`src/logic/uldr_pkg.sv`:
```
// package: register map, field layout and serial-target constants
package uldr_pkg;
  // register offsets on the serial bus
  localparam logic [7:0] ULDR_OFS_MINUS_ADC_HI = 8'h45;
  localparam logic [7:0] ULDR_OFS_MINUS_ADC_LO = 8'h46;
  localparam logic [7:0] ULDR_OFS_LINE_DRIVER = 8'h47;
  localparam logic [7:0] ULDR_OFS_PART_REV = 8'h48;
  // line driver field positions
  localparam int ULDR_PLUS_MSB = 7;
  localparam int ULDR_PLUS_LSB = 5;
  localparam int ULDR_MINUS_MSB = 4;
  localparam int ULDR_MINUS_LSB = 2;
  // identity field positions
  localparam int ULDR_PART_MSB = 5;
  localparam int ULDR_PART_LSB = 3;
  localparam int ULDR_REV_MSB = 2;
  localparam int ULDR_REV_LSB = 0;
  // reset values
  localparam logic [2:0] ULDR_DRIVE_RST = 3'h0;
  localparam logic [15:0] ULDR_ADC_RST = 16'h0000;
  // full scale of the minus-line result, 1 mV per count
  localparam logic [15:0] ULDR_ADC_MAX_MV = 16'h0E10;
  // target address on the serial bus (arbitrary value)
  localparam logic [6:0] ULDR_TARGET_ADDR = 7'h35;
  // part and revision codes (arbitrary values)
  localparam logic [2:0] ULDR_PART_CODE = 3'h2;
  localparam logic [2:0] ULDR_REV_CODE = 3'h5;
  // bits per byte on the serial bus
  localparam logic [3:0] ULDR_BYTE_BITS = 4'h8;
  // protocol states, one-hot
  typedef enum logic [6:0] {
    ULDR_IDLE = 7'h01,
    ULDR_ADDR = 7'h02,
    ULDR_ACK_ADDR = 7'h04,
    ULDR_WRITE = 7'h08,
    ULDR_ACK_WR = 7'h10,
    ULDR_READ = 7'h20,
    ULDR_ACK_RD = 7'h40
  } uldr_state_t;
endpackage : uldr_pkg

```
`src/logic/uldr_bus_edges.sv`:
```
// serial bus edge and start/stop condition detector
`timescale 1ns/1ps
module uldr_bus_edges
  import uldr_pkg::*;
(
  input wire logic clk_in,
  input wire logic rstn_in,
  input wire logic ce_in,
  input wire logic scl_in,
  input wire logic sda_in,
  output logic scl_rise_out,
  output logic scl_fall_out,
  output logic start_out,
  output logic stop_out
);
  typedef struct packed {
    logic scl;
    logic sda;
  } uldr_edge_state_t;

  uldr_edge_state_t state_reg;
  uldr_edge_state_t state_next;

  // previous line levels; idle bus is high on both lines
  always_comb begin
    state_next.scl = scl_in;
    state_next.sda = sda_in;
  end

  always_ff @(posedge clk_in or negedge rstn_in) begin
    if (!rstn_in) begin
      state_reg <= '{scl: 1'b1, sda: 1'b1};
    end else if (ce_in) begin
      state_reg <= state_next;
    end
  end

  // pulses last one enabled cycle; data changes with clock high mark frames
  assign scl_rise_out = ce_in & scl_in & ~state_reg.scl;
  assign scl_fall_out = ce_in & ~scl_in & state_reg.scl;
  assign start_out = ce_in & scl_in & state_reg.scl & state_reg.sda & ~sda_in;
  assign stop_out = ce_in & scl_in & state_reg.scl & ~state_reg.sda & sda_in;
endmodule : uldr_bus_edges

```
`src/logic/uldr_line_driver_regs.sv`:
```
// line driver control, minus-line result and identity registers on a
// serial-bus target port
`timescale 1ns/1ps
module uldr_line_driver_regs
  import uldr_pkg::*;
(
  input wire logic clk_in,
  input wire logic rstn_in,
  input wire logic ce_in,
  input wire logic scl_in,
  input wire logic sda_in,
  output logic sda_out,
  output logic sda_oe_out,
  input wire logic adc_valid_in,
  input wire logic [15:0] adc_data_in,
  output logic [2:0] plus_line_drive_level_out,
  output logic [2:0] minus_line_drive_level_out,
  output logic [15:0] minus_line_adc_result_out
);
  typedef struct packed {
    uldr_state_t st;
    logic [3:0] bitcnt;
    logic [7:0] shreg;
    logic [7:0] ptr;
    logic ptr_pending;
    logic drv;
    logic [2:0] plus_lvl;
    logic [2:0] minus_lvl;
    logic [15:0] adc;
    logic [7:0] adc_lo_snap;
  } uldr_state_all_t;

  uldr_state_all_t state_reg;
  uldr_state_all_t state_next;
  logic scl_rise;
  logic scl_fall;
  logic bus_start;
  logic bus_stop;

  // clamp a converter sample into the documented span
  function automatic logic [15:0] uldr_clamp(input logic [15:0] v);
    uldr_clamp = (v > ULDR_ADC_MAX_MV) ? ULDR_ADC_MAX_MV : v;
  endfunction : uldr_clamp

  // read data for one register offset; unmapped offsets read zero
  function automatic logic [7:0] uldr_read(input logic [7:0] ofs,
                                          input uldr_state_all_t s);
    logic [7:0] d;
    d = 8'h00;
    case (ofs)
      ULDR_OFS_MINUS_ADC_HI: d = s.adc[15:8];
      ULDR_OFS_MINUS_ADC_LO: d = s.adc_lo_snap;
      ULDR_OFS_LINE_DRIVER: begin
        d[ULDR_PLUS_MSB:ULDR_PLUS_LSB] = s.plus_lvl;
        d[ULDR_MINUS_MSB:ULDR_MINUS_LSB] = s.minus_lvl;
      end
      ULDR_OFS_PART_REV: begin
        d[ULDR_PART_MSB:ULDR_PART_LSB] = ULDR_PART_CODE;
        d[ULDR_REV_MSB:ULDR_REV_LSB] = ULDR_REV_CODE;
      end
      default: d = 8'h00;
    endcase
    uldr_read = d;
  endfunction : uldr_read

  uldr_bus_edges uldr_bus_edges_inst (
    .clk_in(clk_in),
    .rstn_in(rstn_in),
    .ce_in(ce_in),
    .scl_in(scl_in),
    .sda_in(sda_in),
    .scl_rise_out(scl_rise),
    .scl_fall_out(scl_fall),
    .start_out(bus_start),
    .stop_out(bus_stop)
  );

  // protocol engine and register updates
  always_comb begin
    state_next = state_reg;
    // converter results land whenever the engine offers one with the clock enable high
    if (adc_valid_in) begin
      state_next.adc = uldr_clamp(adc_data_in);
    end
    if (bus_stop) begin
      state_next.st = ULDR_IDLE;
      state_next.drv = 1'b0;
    end else if (bus_start) begin
      // repeated start keeps the pointer so a read can follow a write
      state_next.st = ULDR_ADDR;
      state_next.bitcnt = 4'h0;
      state_next.drv = 1'b0;
    end else begin
      case (state_reg.st)
        ULDR_IDLE: begin
          state_next.drv = 1'b0;
        end
        ULDR_ADDR: begin
          if (scl_rise) begin
            state_next.shreg = {state_reg.shreg[6:0], sda_in};
            state_next.bitcnt = state_reg.bitcnt + 4'h1;
          end else if (scl_fall && state_reg.bitcnt == ULDR_BYTE_BITS) begin
            if (state_reg.shreg[7:1] == ULDR_TARGET_ADDR) begin
              state_next.st = ULDR_ACK_ADDR;
              state_next.drv = 1'b1;
            end else begin
              state_next.st = ULDR_IDLE;
            end
          end
        end
        ULDR_ACK_ADDR: begin
          if (scl_fall) begin
            state_next.bitcnt = 4'h0;
            if (state_reg.shreg[0]) begin
              state_next.shreg = uldr_read(state_reg.ptr, state_reg);
              state_next.drv = ~state_next.shreg[7];
              state_next.ptr = state_reg.ptr + 8'h01;
              state_next.st = ULDR_READ;
              // low byte is frozen when the high byte goes out
              if (state_reg.ptr == ULDR_OFS_MINUS_ADC_HI) begin
                state_next.adc_lo_snap = state_reg.adc[7:0];
              end
            end else begin
              state_next.drv = 1'b0;
              state_next.ptr_pending = 1'b1;
              state_next.st = ULDR_WRITE;
            end
          end
        end
        ULDR_WRITE: begin
          if (scl_rise) begin
            state_next.shreg = {state_reg.shreg[6:0], sda_in};
            state_next.bitcnt = state_reg.bitcnt + 4'h1;
          end else if (scl_fall && state_reg.bitcnt == ULDR_BYTE_BITS) begin
            state_next.drv = 1'b1;
            state_next.st = ULDR_ACK_WR;
            if (state_reg.ptr_pending) begin
              state_next.ptr = state_reg.shreg;
              state_next.ptr_pending = 1'b0;
            end else begin
              // only the drive fields take writes; others are read-only
              if (state_reg.ptr == ULDR_OFS_LINE_DRIVER) begin
                state_next.plus_lvl =
                  state_reg.shreg[ULDR_PLUS_MSB:ULDR_PLUS_LSB];
                state_next.minus_lvl =
                  state_reg.shreg[ULDR_MINUS_MSB:ULDR_MINUS_LSB];
              end
              state_next.ptr = state_reg.ptr + 8'h01;
            end
          end
        end
        ULDR_ACK_WR: begin
          if (scl_fall) begin
            state_next.drv = 1'b0;
            state_next.bitcnt = 4'h0;
            state_next.st = ULDR_WRITE;
          end
        end
        ULDR_READ: begin
          if (scl_rise) begin
            state_next.bitcnt = state_reg.bitcnt + 4'h1;
          end else if (scl_fall) begin
            if (state_reg.bitcnt == ULDR_BYTE_BITS) begin
              state_next.drv = 1'b0; // release for the controller's ack
              state_next.st = ULDR_ACK_RD;
            end else begin
              state_next.shreg = {state_reg.shreg[6:0], 1'b0};
              state_next.drv = ~state_reg.shreg[6];
            end
          end
        end
        ULDR_ACK_RD: begin
          if (scl_rise && sda_in) begin
            // not acknowledged: stay off the bus until the next start
            state_next.st = ULDR_IDLE;
          end else if (scl_fall) begin
            state_next.bitcnt = 4'h0;
            state_next.shreg = uldr_read(state_reg.ptr, state_reg);
            state_next.drv = ~state_next.shreg[7];
            state_next.ptr = state_reg.ptr + 8'h01;
            state_next.st = ULDR_READ;
            if (state_reg.ptr == ULDR_OFS_MINUS_ADC_HI) begin
              state_next.adc_lo_snap = state_reg.adc[7:0];
            end
          end
        end
        default: begin
          state_next.st = ULDR_IDLE;
          state_next.drv = 1'b0;
        end
      endcase
    end
  end

  // single state register; clock enable low freezes everything
  always_ff @(posedge clk_in or negedge rstn_in) begin
    if (!rstn_in) begin
      state_reg <= '{st: ULDR_IDLE, bitcnt: 4'h0, shreg: 8'h00, ptr: 8'h00,
                     ptr_pending: 1'b0, drv: 1'b0,
                     plus_lvl: ULDR_DRIVE_RST,
                     minus_lvl: ULDR_DRIVE_RST,
                     adc: ULDR_ADC_RST,
                     adc_lo_snap: 8'h00};
    end else if (ce_in) begin
      state_reg <= state_next;
    end
  end

  // open-drain data line: only ever pulls low
  assign sda_out = 1'b0;
  assign sda_oe_out = state_reg.drv;
  // minus code 7 is passed through; the analog driver treats it as reserved
  assign plus_line_drive_level_out = state_reg.plus_lvl;
  assign minus_line_drive_level_out = state_reg.minus_lvl;
  assign minus_line_adc_result_out = state_reg.adc;
endmodule : uldr_line_driver_regs

```
`config.mk`:
```
export PLATFORM = sky130hd
export DESIGN_NAME = uldr_line_driver_regs
export DESIGN_NICKNAME = d
export VERILOG_FILES = /design/src/logic/uldr_pkg.sv /design/src/logic/uldr_bus_edges.sv /design/src/logic/uldr_line_driver_regs.sv
export SDC_FILE = /design/constraint.sdc
export NUM_CORES = 1
export LEC_CHECK = 0
export CAP_MARGIN = 20
export CORE_MARGIN = 1
export CORE_UTILIZATION = 64
export DETAILED_ROUTE_END_ITERATION = 8
export DONT_BUFFER_PORTS = 1
export PLACE_DENSITY = 0.76
export SLEW_MARGIN = 15
export SYNTH_ARGS = -nofsm -noshare
export SYNTH_HDL_FRONTEND = slang
export SYNTH_SLANG_ARGS = --single-unit
export TNS_END_PERCENT = 100
```
`constraint.sdc`:
```
create_clock -name clk_in -period 3 [get_ports clk_in]
set_input_delay 0.75 -clock clk_in [delete_from_list [all_inputs] [get_ports clk_in]]
set_output_delay 0.75 -clock clk_in [all_outputs]
set_load 0.05 [all_outputs]
```
==> results_dict.tcl, run 1 <==
set metrics [dict create \
    outcome "finished, final reports clean" \
    die_area_mm2 0.00630 \
    post_cts_buffers 0 \
    dr.pass1.iters 5 \
    setup_viol 0 \
    die_h_um 79.3 \
    fin_tns_setup_ps 0 \
    layout-drive-gt1-share 0.198 \
    synth_top_family_by_area "simple AND/OR/NAND/NOR gates" \
    largest_register_ffs 36 \
    synthMuxAreaShare 0.0902 \
    synth-compound-area-share 0.183 \
    yosysUniqueCellTypes 66 \
    synthArstFlopShare 1.00 \
    io_buffers 0 \
    reg2reg_depth 7 \
    r2r-end "state_reg[37]" \
    syn_inst 392 \
    nets 397 \
    crit_path_end_kind "flop" \
    clkSinkCount 61 \
    arrival_ps 2870 \
    required_ps 3270 \
    cts_hold_buf 0 \
    final_cell_mix "dfrtp_1 (58), mux2_2 (28), o21ai_0 (26)" \
    syn-num-nets 420 \
    synth-edff-count 0 \
    skew_ps 9.06 \
    num-fill-cells 425 \
    grt_pass1_wl_mm 14.9 \
    yosysWarnings 0 \
    drt-total-wl_mm 9.13 \
    cts_root_buf "clkbuf_8" \
    wl_per_cell_um 20.5 \
    fin_crit_sh 0.868 \
    grt_use_total 0.320 \
    grt_max_degree 62 \
    rows 27 \
    diodes 0 \
    power_density_mw_per_mm2 566 \
    r2r-start "state_reg[55]" \
    vias 3116 \
    place_congestion 0.955 \
    start_kind "flop" \
    post_cts_resized 0 \
    hold_ws_ps 90.1 \
    hold_violations 0 \
    grt_antenna_before_repair 0 \
    die_w_um 79.3 \
    holdCritPathClass "in -> async" \
    vdd_ir_drop_max_mv 0.529 \
    hpwl_mm 6.55 \
    cts_tree "yes" \
    yosys.area_share.simple 0.219 \
    yosysSeqAreaShare 0.400 \
    drv_cap 0 \
    relSlewSlack 0.473 \
    synthAdderAreaFrac 0.0196 \
    ant_nets 0 \
    fin_crit_ps 2610 \
    r2r_slack_ps 390 \
    placed_area_mm2 0.00372 \
    drtIter0Drc 466 \
    synth_top_area_frac 0.379 \
    htreeDepth 3 \
    synth.top_cells.by_area "dfrtp_1 (38%), mux2_2 (8.2%), buf_4 (4.9%), o21ai_0 (3.4%), a22o_1 (2.5%)" \
    p_leak_uw 0.00161 \
    critPathLaunch "state_reg[55]" \
    avgSynthCellArea_um2 9.77 \
    clk_latency_ps 350 \
    crit_path_end "state_reg[37]" \
    boundaryPins 46 \
    cts_buffer_depth 2 \
    fmax_mhz 384 \
    grt_pass1_vias 2927 \
    core_mm2 0.00564 \
    area_growth_pct 2.25 \
    p_total_uw 2220 \
    overflow 0 \
    rsz0062_at_grt "false" \
    synth_xor_xnor_area_share 0.00915 \
    layout_commonest_cell "dfrtp_1" \
    yosysTopAreaCell "dfrtp_1" \
    cts_made_buffers 9 \
    drc 0 \
    syn_area_mm2 0.00383 \
    critPathKind "reg -> reg" \
    drv_slew 0 \
    synth_flop_cell "dfrtp_1" \
    synth-seq-cells 61 \
    cts.reportedPaths.clkPinSlew_ps 80 \
    initial_core_util 0.679 \
    worst_pin_slew_ps 771 \
    crit_path_max_fanout 14 \
    stdcell_area_mm2 0.00392 \
    drt-vias-per-instance 6.99 \
]
## per-stage QoR
stage	util	setup slack [ps]	std cells
final	0.694	395	446
after global routing	0.694	185	446
after CTS	0.694	431	446
after detailed placement	0.659	473	430
after global placement	0.659	478	430
after floorplan	-	486	392
## cells in the mapped netlist (all sizes together) (5+ instances only)
master / count
nor3: 12
a22oi: 5
a222oi: 6
nand2: 25
or3: 5
nor4: 10
dfrtp: 58
nand3: 15
buf: 33
inv: 10
a31oi: 5
o21ai: 29
a22o: 11
clkbuf: 9
nor2: 24
a21oi: 17
and2: 5
nand3b: 5
mux2: 28
ha: 6
## cells by family after synthesis
| group | count (synthesis) |
|---|---|
| AND/OR/NAND/NOR | 137 |
| AO/OA/AOI/OAI | 100 |
| flip-flops | 61 |
| buffers and inverters | 52 |
| multiplexers | 31 |
| adder cells (fa/ha/maj) | 6 |
| XOR/XNOR | 4 |
| other | 1 |
## power breakdown
group          internal [uW]  leakage [uW]  switching (uW)
logic                    199      0.000700             282
registers                883      0.000814             115
clock network            386     0.0000996             351
## worst min path at each step
stage	endpoint	slack, ps	cells past startpoint
2_1_floorplan	minus_line_adc_result_out[0]	450	0
3_3_place_gp	state_reg[53]	460	0
3_5_place_dp	state_reg[53]	460	0
4_1_cts	state_reg[35]	80	0
5_1_grt	state_reg[57]	70	0
6_report	state_reg[33]	90	0
## critical path: stages, from the launching register on
cell and delay (ps):
dfrtp_1 650, or4b_4 550, nor4_4 420, a221oi_2 110, buf_4 200, nor4_1 370
a31oi_1 90, o21ai_1 140
## final cells by class
| cell class | count | area (um2) | area share |
|---|---|---|---|
| Inverter | 10 | 37.5 | 0.00959 |
| Sequential cell | 61 | 1530 | 0.391 |
| Multi-Input combinational cell | 279 | 2000 | 0.511 |
| Clock inverter | 7 | 73.8 | 0.0189 |
| Tap cell | 72 | 90.1 | 0.0230 |
| Clock buffer | 9 | 124 | 0.0316 |
| Timing Repair Buffer | 8 | 60.1 | 0.0153 |
## layer usage
layer / global-route usage / part of all wire / up-vias
met2: 0.472 / 0.44 / 169
met1: 0.445 / 0.45 / 1507
met4: 0.122 / 0.024 / 0
met5: 0 / 0 / -
met3: 0.0920 / 0.084 / 27
li1: - / - / 1413
(Power assumes the default switching activity.)
==> run 2, diff against run 1 <==
--- a/config.mk
+++ b/config.mk
@@ -6,8 +6,10 @@
 export NUM_CORES = 1
 export LEC_CHECK = 0
 export CAP_MARGIN = 20
+export CELL_PAD_IN_SITES_DETAIL_PLACEMENT = 2
+export CELL_PAD_IN_SITES_GLOBAL_PLACEMENT = 2
 export CORE_MARGIN = 1
-export CORE_UTILIZATION = 64
+export CORE_UTILIZATION = 41
 export DETAILED_ROUTE_END_ITERATION = 8
 export DONT_BUFFER_PORTS = 1
 export PLACE_DENSITY = 0.76
==> results_dict.tcl, run 2 (same netlist as run 1, synthesis figures left out) <==
set metrics [dict create \
    cts_hold_buf 0 \
    clkSinkCount 61 \
    initial_core_util 0.431 \
    grt_antenna_before_repair 0 \
    fin_crit_sh 0.875 \
    grt_max_degree 62 \
    nets 402 \
    cts_made_buffers 9 \
    p_leak_uw 0.00163 \
    dr.pass1.iters 5 \
    setup_viol 0 \
    io_buffers 0 \
    rsz0062_at_grt "false" \
    layout-drive-gt1-share 0.208 \
    outcome "finished, final reports clean" \
    final_cell_mix "dfrtp_1 (58), mux2_2 (28), o21ai_0 (26)" \
    crit_path_max_fanout 10 \
    vias 3223 \
    drv_cap 0 \
    power_density_mw_per_mm2 562 \
    core_mm2 0.00889 \
    hold_violations 0 \
    boundaryPins 46 \
    clk_latency_ps 350 \
    drc 0 \
    drt-vias-per-instance 6.62 \
    largest_register_ffs 36 \
    wl_per_cell_um 24.7 \
    die_h_um 98.6 \
    drt-total-wl_mm 12.0 \
    hold_ws_ps 90.9 \
    grt_pass1_vias 3528 \
    post_cts_buffers 0 \
    cts_buffer_depth 2 \
    drv_slew 0 \
    fin_tns_setup_ps 0 \
    drtIter0Drc 194 \
    ant_nets 0 \
    hpwl_mm 8.51 \
    num-fill-cells 944 \
    skew_ps 9.03 \
    grt_use_total 0.267 \
    cts_tree "yes" \
    overflow 0 \
    die_area_mm2 0.00973 \
    layout_commonest_cell "dfrtp_1" \
    crit_path_end_kind "flop" \
    cts.reportedPaths.clkPinSlew_ps 80 \
    holdCritPathClass "in -> async" \
    rows 34 \
    diodes 0 \
    post_cts_resized 0 \
    area_growth_pct 3.82 \
    cts_root_buf "clkbuf_8" \
    grt_pass1_wl_mm 19.8 \
    vdd_ir_drop_max_mv 0.295 \
    die_w_um 98.6 \
    start_kind "flop" \
    fmax_mhz 381 \
    arrival_ps 2850 \
    required_ps 3220 \
    place_congestion 0.910 \
    worst_pin_slew_ps 777 \
    critPathKind "reg -> reg" \
    htreeDepth 3 \
    relSlewSlack 0.475 \
    fin_crit_ps 2620 \
]
==> run 2: area by class of cell <==
class / count / area [um2] / area share
inverter: 10 / 37.5 / 0.00944
clock buffer: 9 / 124 / 0.0312
sequential: 61 / 1530 / 0.385
clock inverter: 7 / 51.3 / 0.0129
multi-input combinational: 279 / 2000 / 0.503
timing repair buffer: 13 / 97.6 / 0.0246
tap: 108 / 135 / 0.0340
==> run 2: final timing paths <==
path	startpoint	end	slack, ps	depth (start not counted)
max in group asynchronous	rstn_in	uldr_bus_edges_inst.state_reg[0]	2690	0
worst min-delay path	rstn_in	state_reg[54]	90	0
worst max register to register	state_reg[53]	sda_oe_out	380	6
min in group clk_in	state_reg[2]	state_reg[2]	520	1
worst min register to register	state_reg[2]	state_reg[2]	520	1
worst max-delay path	state_reg[53]	sda_oe_out	380	6
==> run 2: power by group <==
group          switching [uW]  internal, uW
clock network             380           303
logic                     324           227
registers                 116           882
total                     819          1410
==> run 2: routing by layer <==
metal | global-route usage | up-vias | part of all wire
met5 | 0 | - | 0
met2 | 0.441 | 109 | 0.47
met1 | 0.352 | 1683 | 0.46
met4 | 0.0850 | 0 | 0.015
met3 | 0.0553 | 14 | 0.052
li1 | - | 1417 | -
==> run 2: through the flow <==
step	setup slack, ps	area (um2)	util	std cells	power (uW)
global route	288	3980	0.447	487	2350
CTS	423	3980	0.447	487	2250
detailed placement	392	3800	0.427	471	1550
global placement	500	3800	0.427	471	1530
floorplan	486	3830	-	392	1380
finish	376	3980	0.447	487	2230
==> run 2: worst max-delay path, stage by stage, from the launching register on <==
cell	delay (ps)
dfrtp_1	530
or4_1	720
nor3_1	480
a41oi_1	180
a31oi_1	310
o31ai_1	130
o31ai_1	150
==> run 3, diff against run 2 <==
--- a/config.mk
+++ b/config.mk
@@ -5,14 +5,14 @@
 export SDC_FILE = /design/constraint.sdc
 export NUM_CORES = 1
 export LEC_CHECK = 0
+export BUFFER_PORTS_ARGS = -buffer_cell sky130_fd_sc_hd__buf_2
 export CAP_MARGIN = 20
 export CELL_PAD_IN_SITES_DETAIL_PLACEMENT = 2
 export CELL_PAD_IN_SITES_GLOBAL_PLACEMENT = 2
 export CORE_MARGIN = 1
-export CORE_UTILIZATION = 41
+export CORE_UTILIZATION = 31
 export DETAILED_ROUTE_END_ITERATION = 8
-export DONT_BUFFER_PORTS = 1
-export PLACE_DENSITY = 0.76
+export PLACE_DENSITY = 0.65
 export SLEW_MARGIN = 15
 export SYNTH_ARGS = -nofsm -noshare
 export SYNTH_HDL_FRONTEND = slang
==> results_dict.tcl, run 3 (same netlist as run 1, synthesis figures left out) <==
set metrics [dict create \
    max_stage_delay_ps 700 \
    hpwl_mm 8.88 \
    overflow 0 \
    wl_per_cell_um 21.3 \
    grt_max_degree 62 \
    use_met2 0.322 \
    required_ps 3200 \
    fin_cells 573 \
    final_core_util 0.372 \
    layout_commonest_cell "dfrtp_1" \
    vias 3271 \
    clkSinkCount 61 \
    grt_pass1_wl_mm 19.8 \
    fmax_mhz 369 \
    worst_pin_slew_ps 831 \
    fin_tns_setup_ps 0 \
    vdd_ir_drop_max_mv 0.315 \
    rsz0062_at_grt "false" \
    path_delay_family "compound AO/OA/AOI/OAI gates" \
    cts_buffer_depth 2 \
    stdcell_area_mm2 0.00446 \
    layout-drive-gt1-share 0.296 \
    die_h_um 113 \
    reg2reg_depth 6 \
    rows 40 \
    nets 449 \
    core_mm2 0.0120 \
    crit_path_max_fanout 16 \
    power_density_mw_per_mm2 644 \
    clk_latency_ps 340 \
    drt-vias-per-instance 5.71 \
    placed_area_mm2 0.00409 \
    cts.reportedPaths.clkPinSlew_ps 60 \
    drc 0 \
    r2r-end "state_reg[36]" \
    outcome "finished, final reports clean" \
    place_congestion 0.854 \
    grt_pass1_vias 3453 \
    fin_crit_ps 2710 \
    r2r-start "state_reg[55]" \
    post_cts_buffers 0 \
    cts_hold_buf 0 \
    skew_ps 8.17 \
    critPathKind "reg -> reg" \
    largest_register_ffs 36 \
    initial_core_util 0.319 \
    diodes 0 \
    drv_slew 0 \
    holdCritPathClass "reg -> reg" \
    cts_tree "yes" \
    ant_nets 0 \
    area_growth_pct 16.6 \
    drt-total-wl_mm 12.2 \
    critPathBufInv 0 \
    start_kind "flop" \
    dp_slack_ps 191 \
    htreeDepth 3 \
    grt_use_met3 0.0434 \
    crit_path_end "state_reg[36]" \
    crit_path_end_kind "flop" \
    grtUsageMet1 0.281 \
    drtIter0Drc 176 \
    path_common_cell "o21ai_0" \
    critPathLaunch "state_reg[55]" \
    grt_antenna_before_repair 0 \
    dr.pass1.iters 5 \
    dp_cells 557 \
    setup_viol 0 \
    boundaryPins 46 \
    cts_root_buf "clkbuf_16" \
    drv_cap 0 \
    die_area_mm2 0.0128 \
    cts_made_buffers 9 \
    cp_cell_sequence "or4_1, nor3_1, a2111oi_2, o2111ai_2, o21ai_0, o21ai_0" \
    r2r_slack_ps 290 \
    setup_ws_ps 287 \
    final_cell_mix "dfrtp_1 (58), buf_2 (44), mux2_2 (28)" \
    fin_crit_sh 0.904 \
    hold_violations 0 \
    worst-path-stages 6 \
    relSlewSlack 0.442 \
    grt.busiest_layer "met2" \
    grt_use_total 0.205 \
    arrival_ps 2910 \
    die_w_um 113 \
    io_buffers 44 \
    slowest_stage "dfrtp_1" \
    post_cts_resized 0 \
    p_leak_uw 0.00193 \
]
==> run 3: cell types whose count changed in the layout (fill, tap and decap cells not counted), sizes merged <==
cell	change
bufinv	+4
clkinv	-3
buf	+47
clkinvlp	-1
==> run 3: area by class of cell <==
| cell class | count | area, um2 |
|---|---|---|
| multi-input cells | 279 | 2000 |
| clock inverters | 7 | 146 |
| flip-flops and latches | 61 | 1530 |
| clock buffers | 9 | 225 |
| inverters | 10 | 37.5 |
| well taps | 147 | 184 |
| repair buffers | 60 | 340 |
| fillers | 1318 | 7550 |
==> run 3: report_power, final <==
part | switching [uW] | internal (uW) | leakage [uW]
Sequential | 101 | 885 | 0.000814
Combinational | 358 | 229 | 0.000937
Clock | 403 | 901 | 0.000180
Total | 861 | 2010 | 0.00193
==> run 3: how the worst min path moves through the flow <==
stage,slack [ps],startpoint,cells after the start,end
final,510,minus_line_adc_result_out[13],1,minus_line_adc_result_out[13]
after global routing,530,minus_line_adc_result_out[12],1,minus_line_adc_result_out[12]
after CTS,520,state_reg[6],1,state_reg[6]
after detailed placement,500,state_reg[6],1,state_reg[6]
after global placement,490,state_reg[0],1,state_reg[0]
after floorplan,450,rstn_in,0,minus_line_adc_result_out[0]
==> run 3: metal layers <==
layer,part of all wire,wire (um)
met5,0,0
met4,0.013,160
met3,0.047,568
met2,0.45,5530
met1,0.49,5940
==> run 3: stage by stage <==
step	hold slack (ps)	total power, uW
floorplan	454	1380
global placement	490	1560
detailed placement	502	1580
CTS	516	2920
global route	533	3010
finish	506	2880
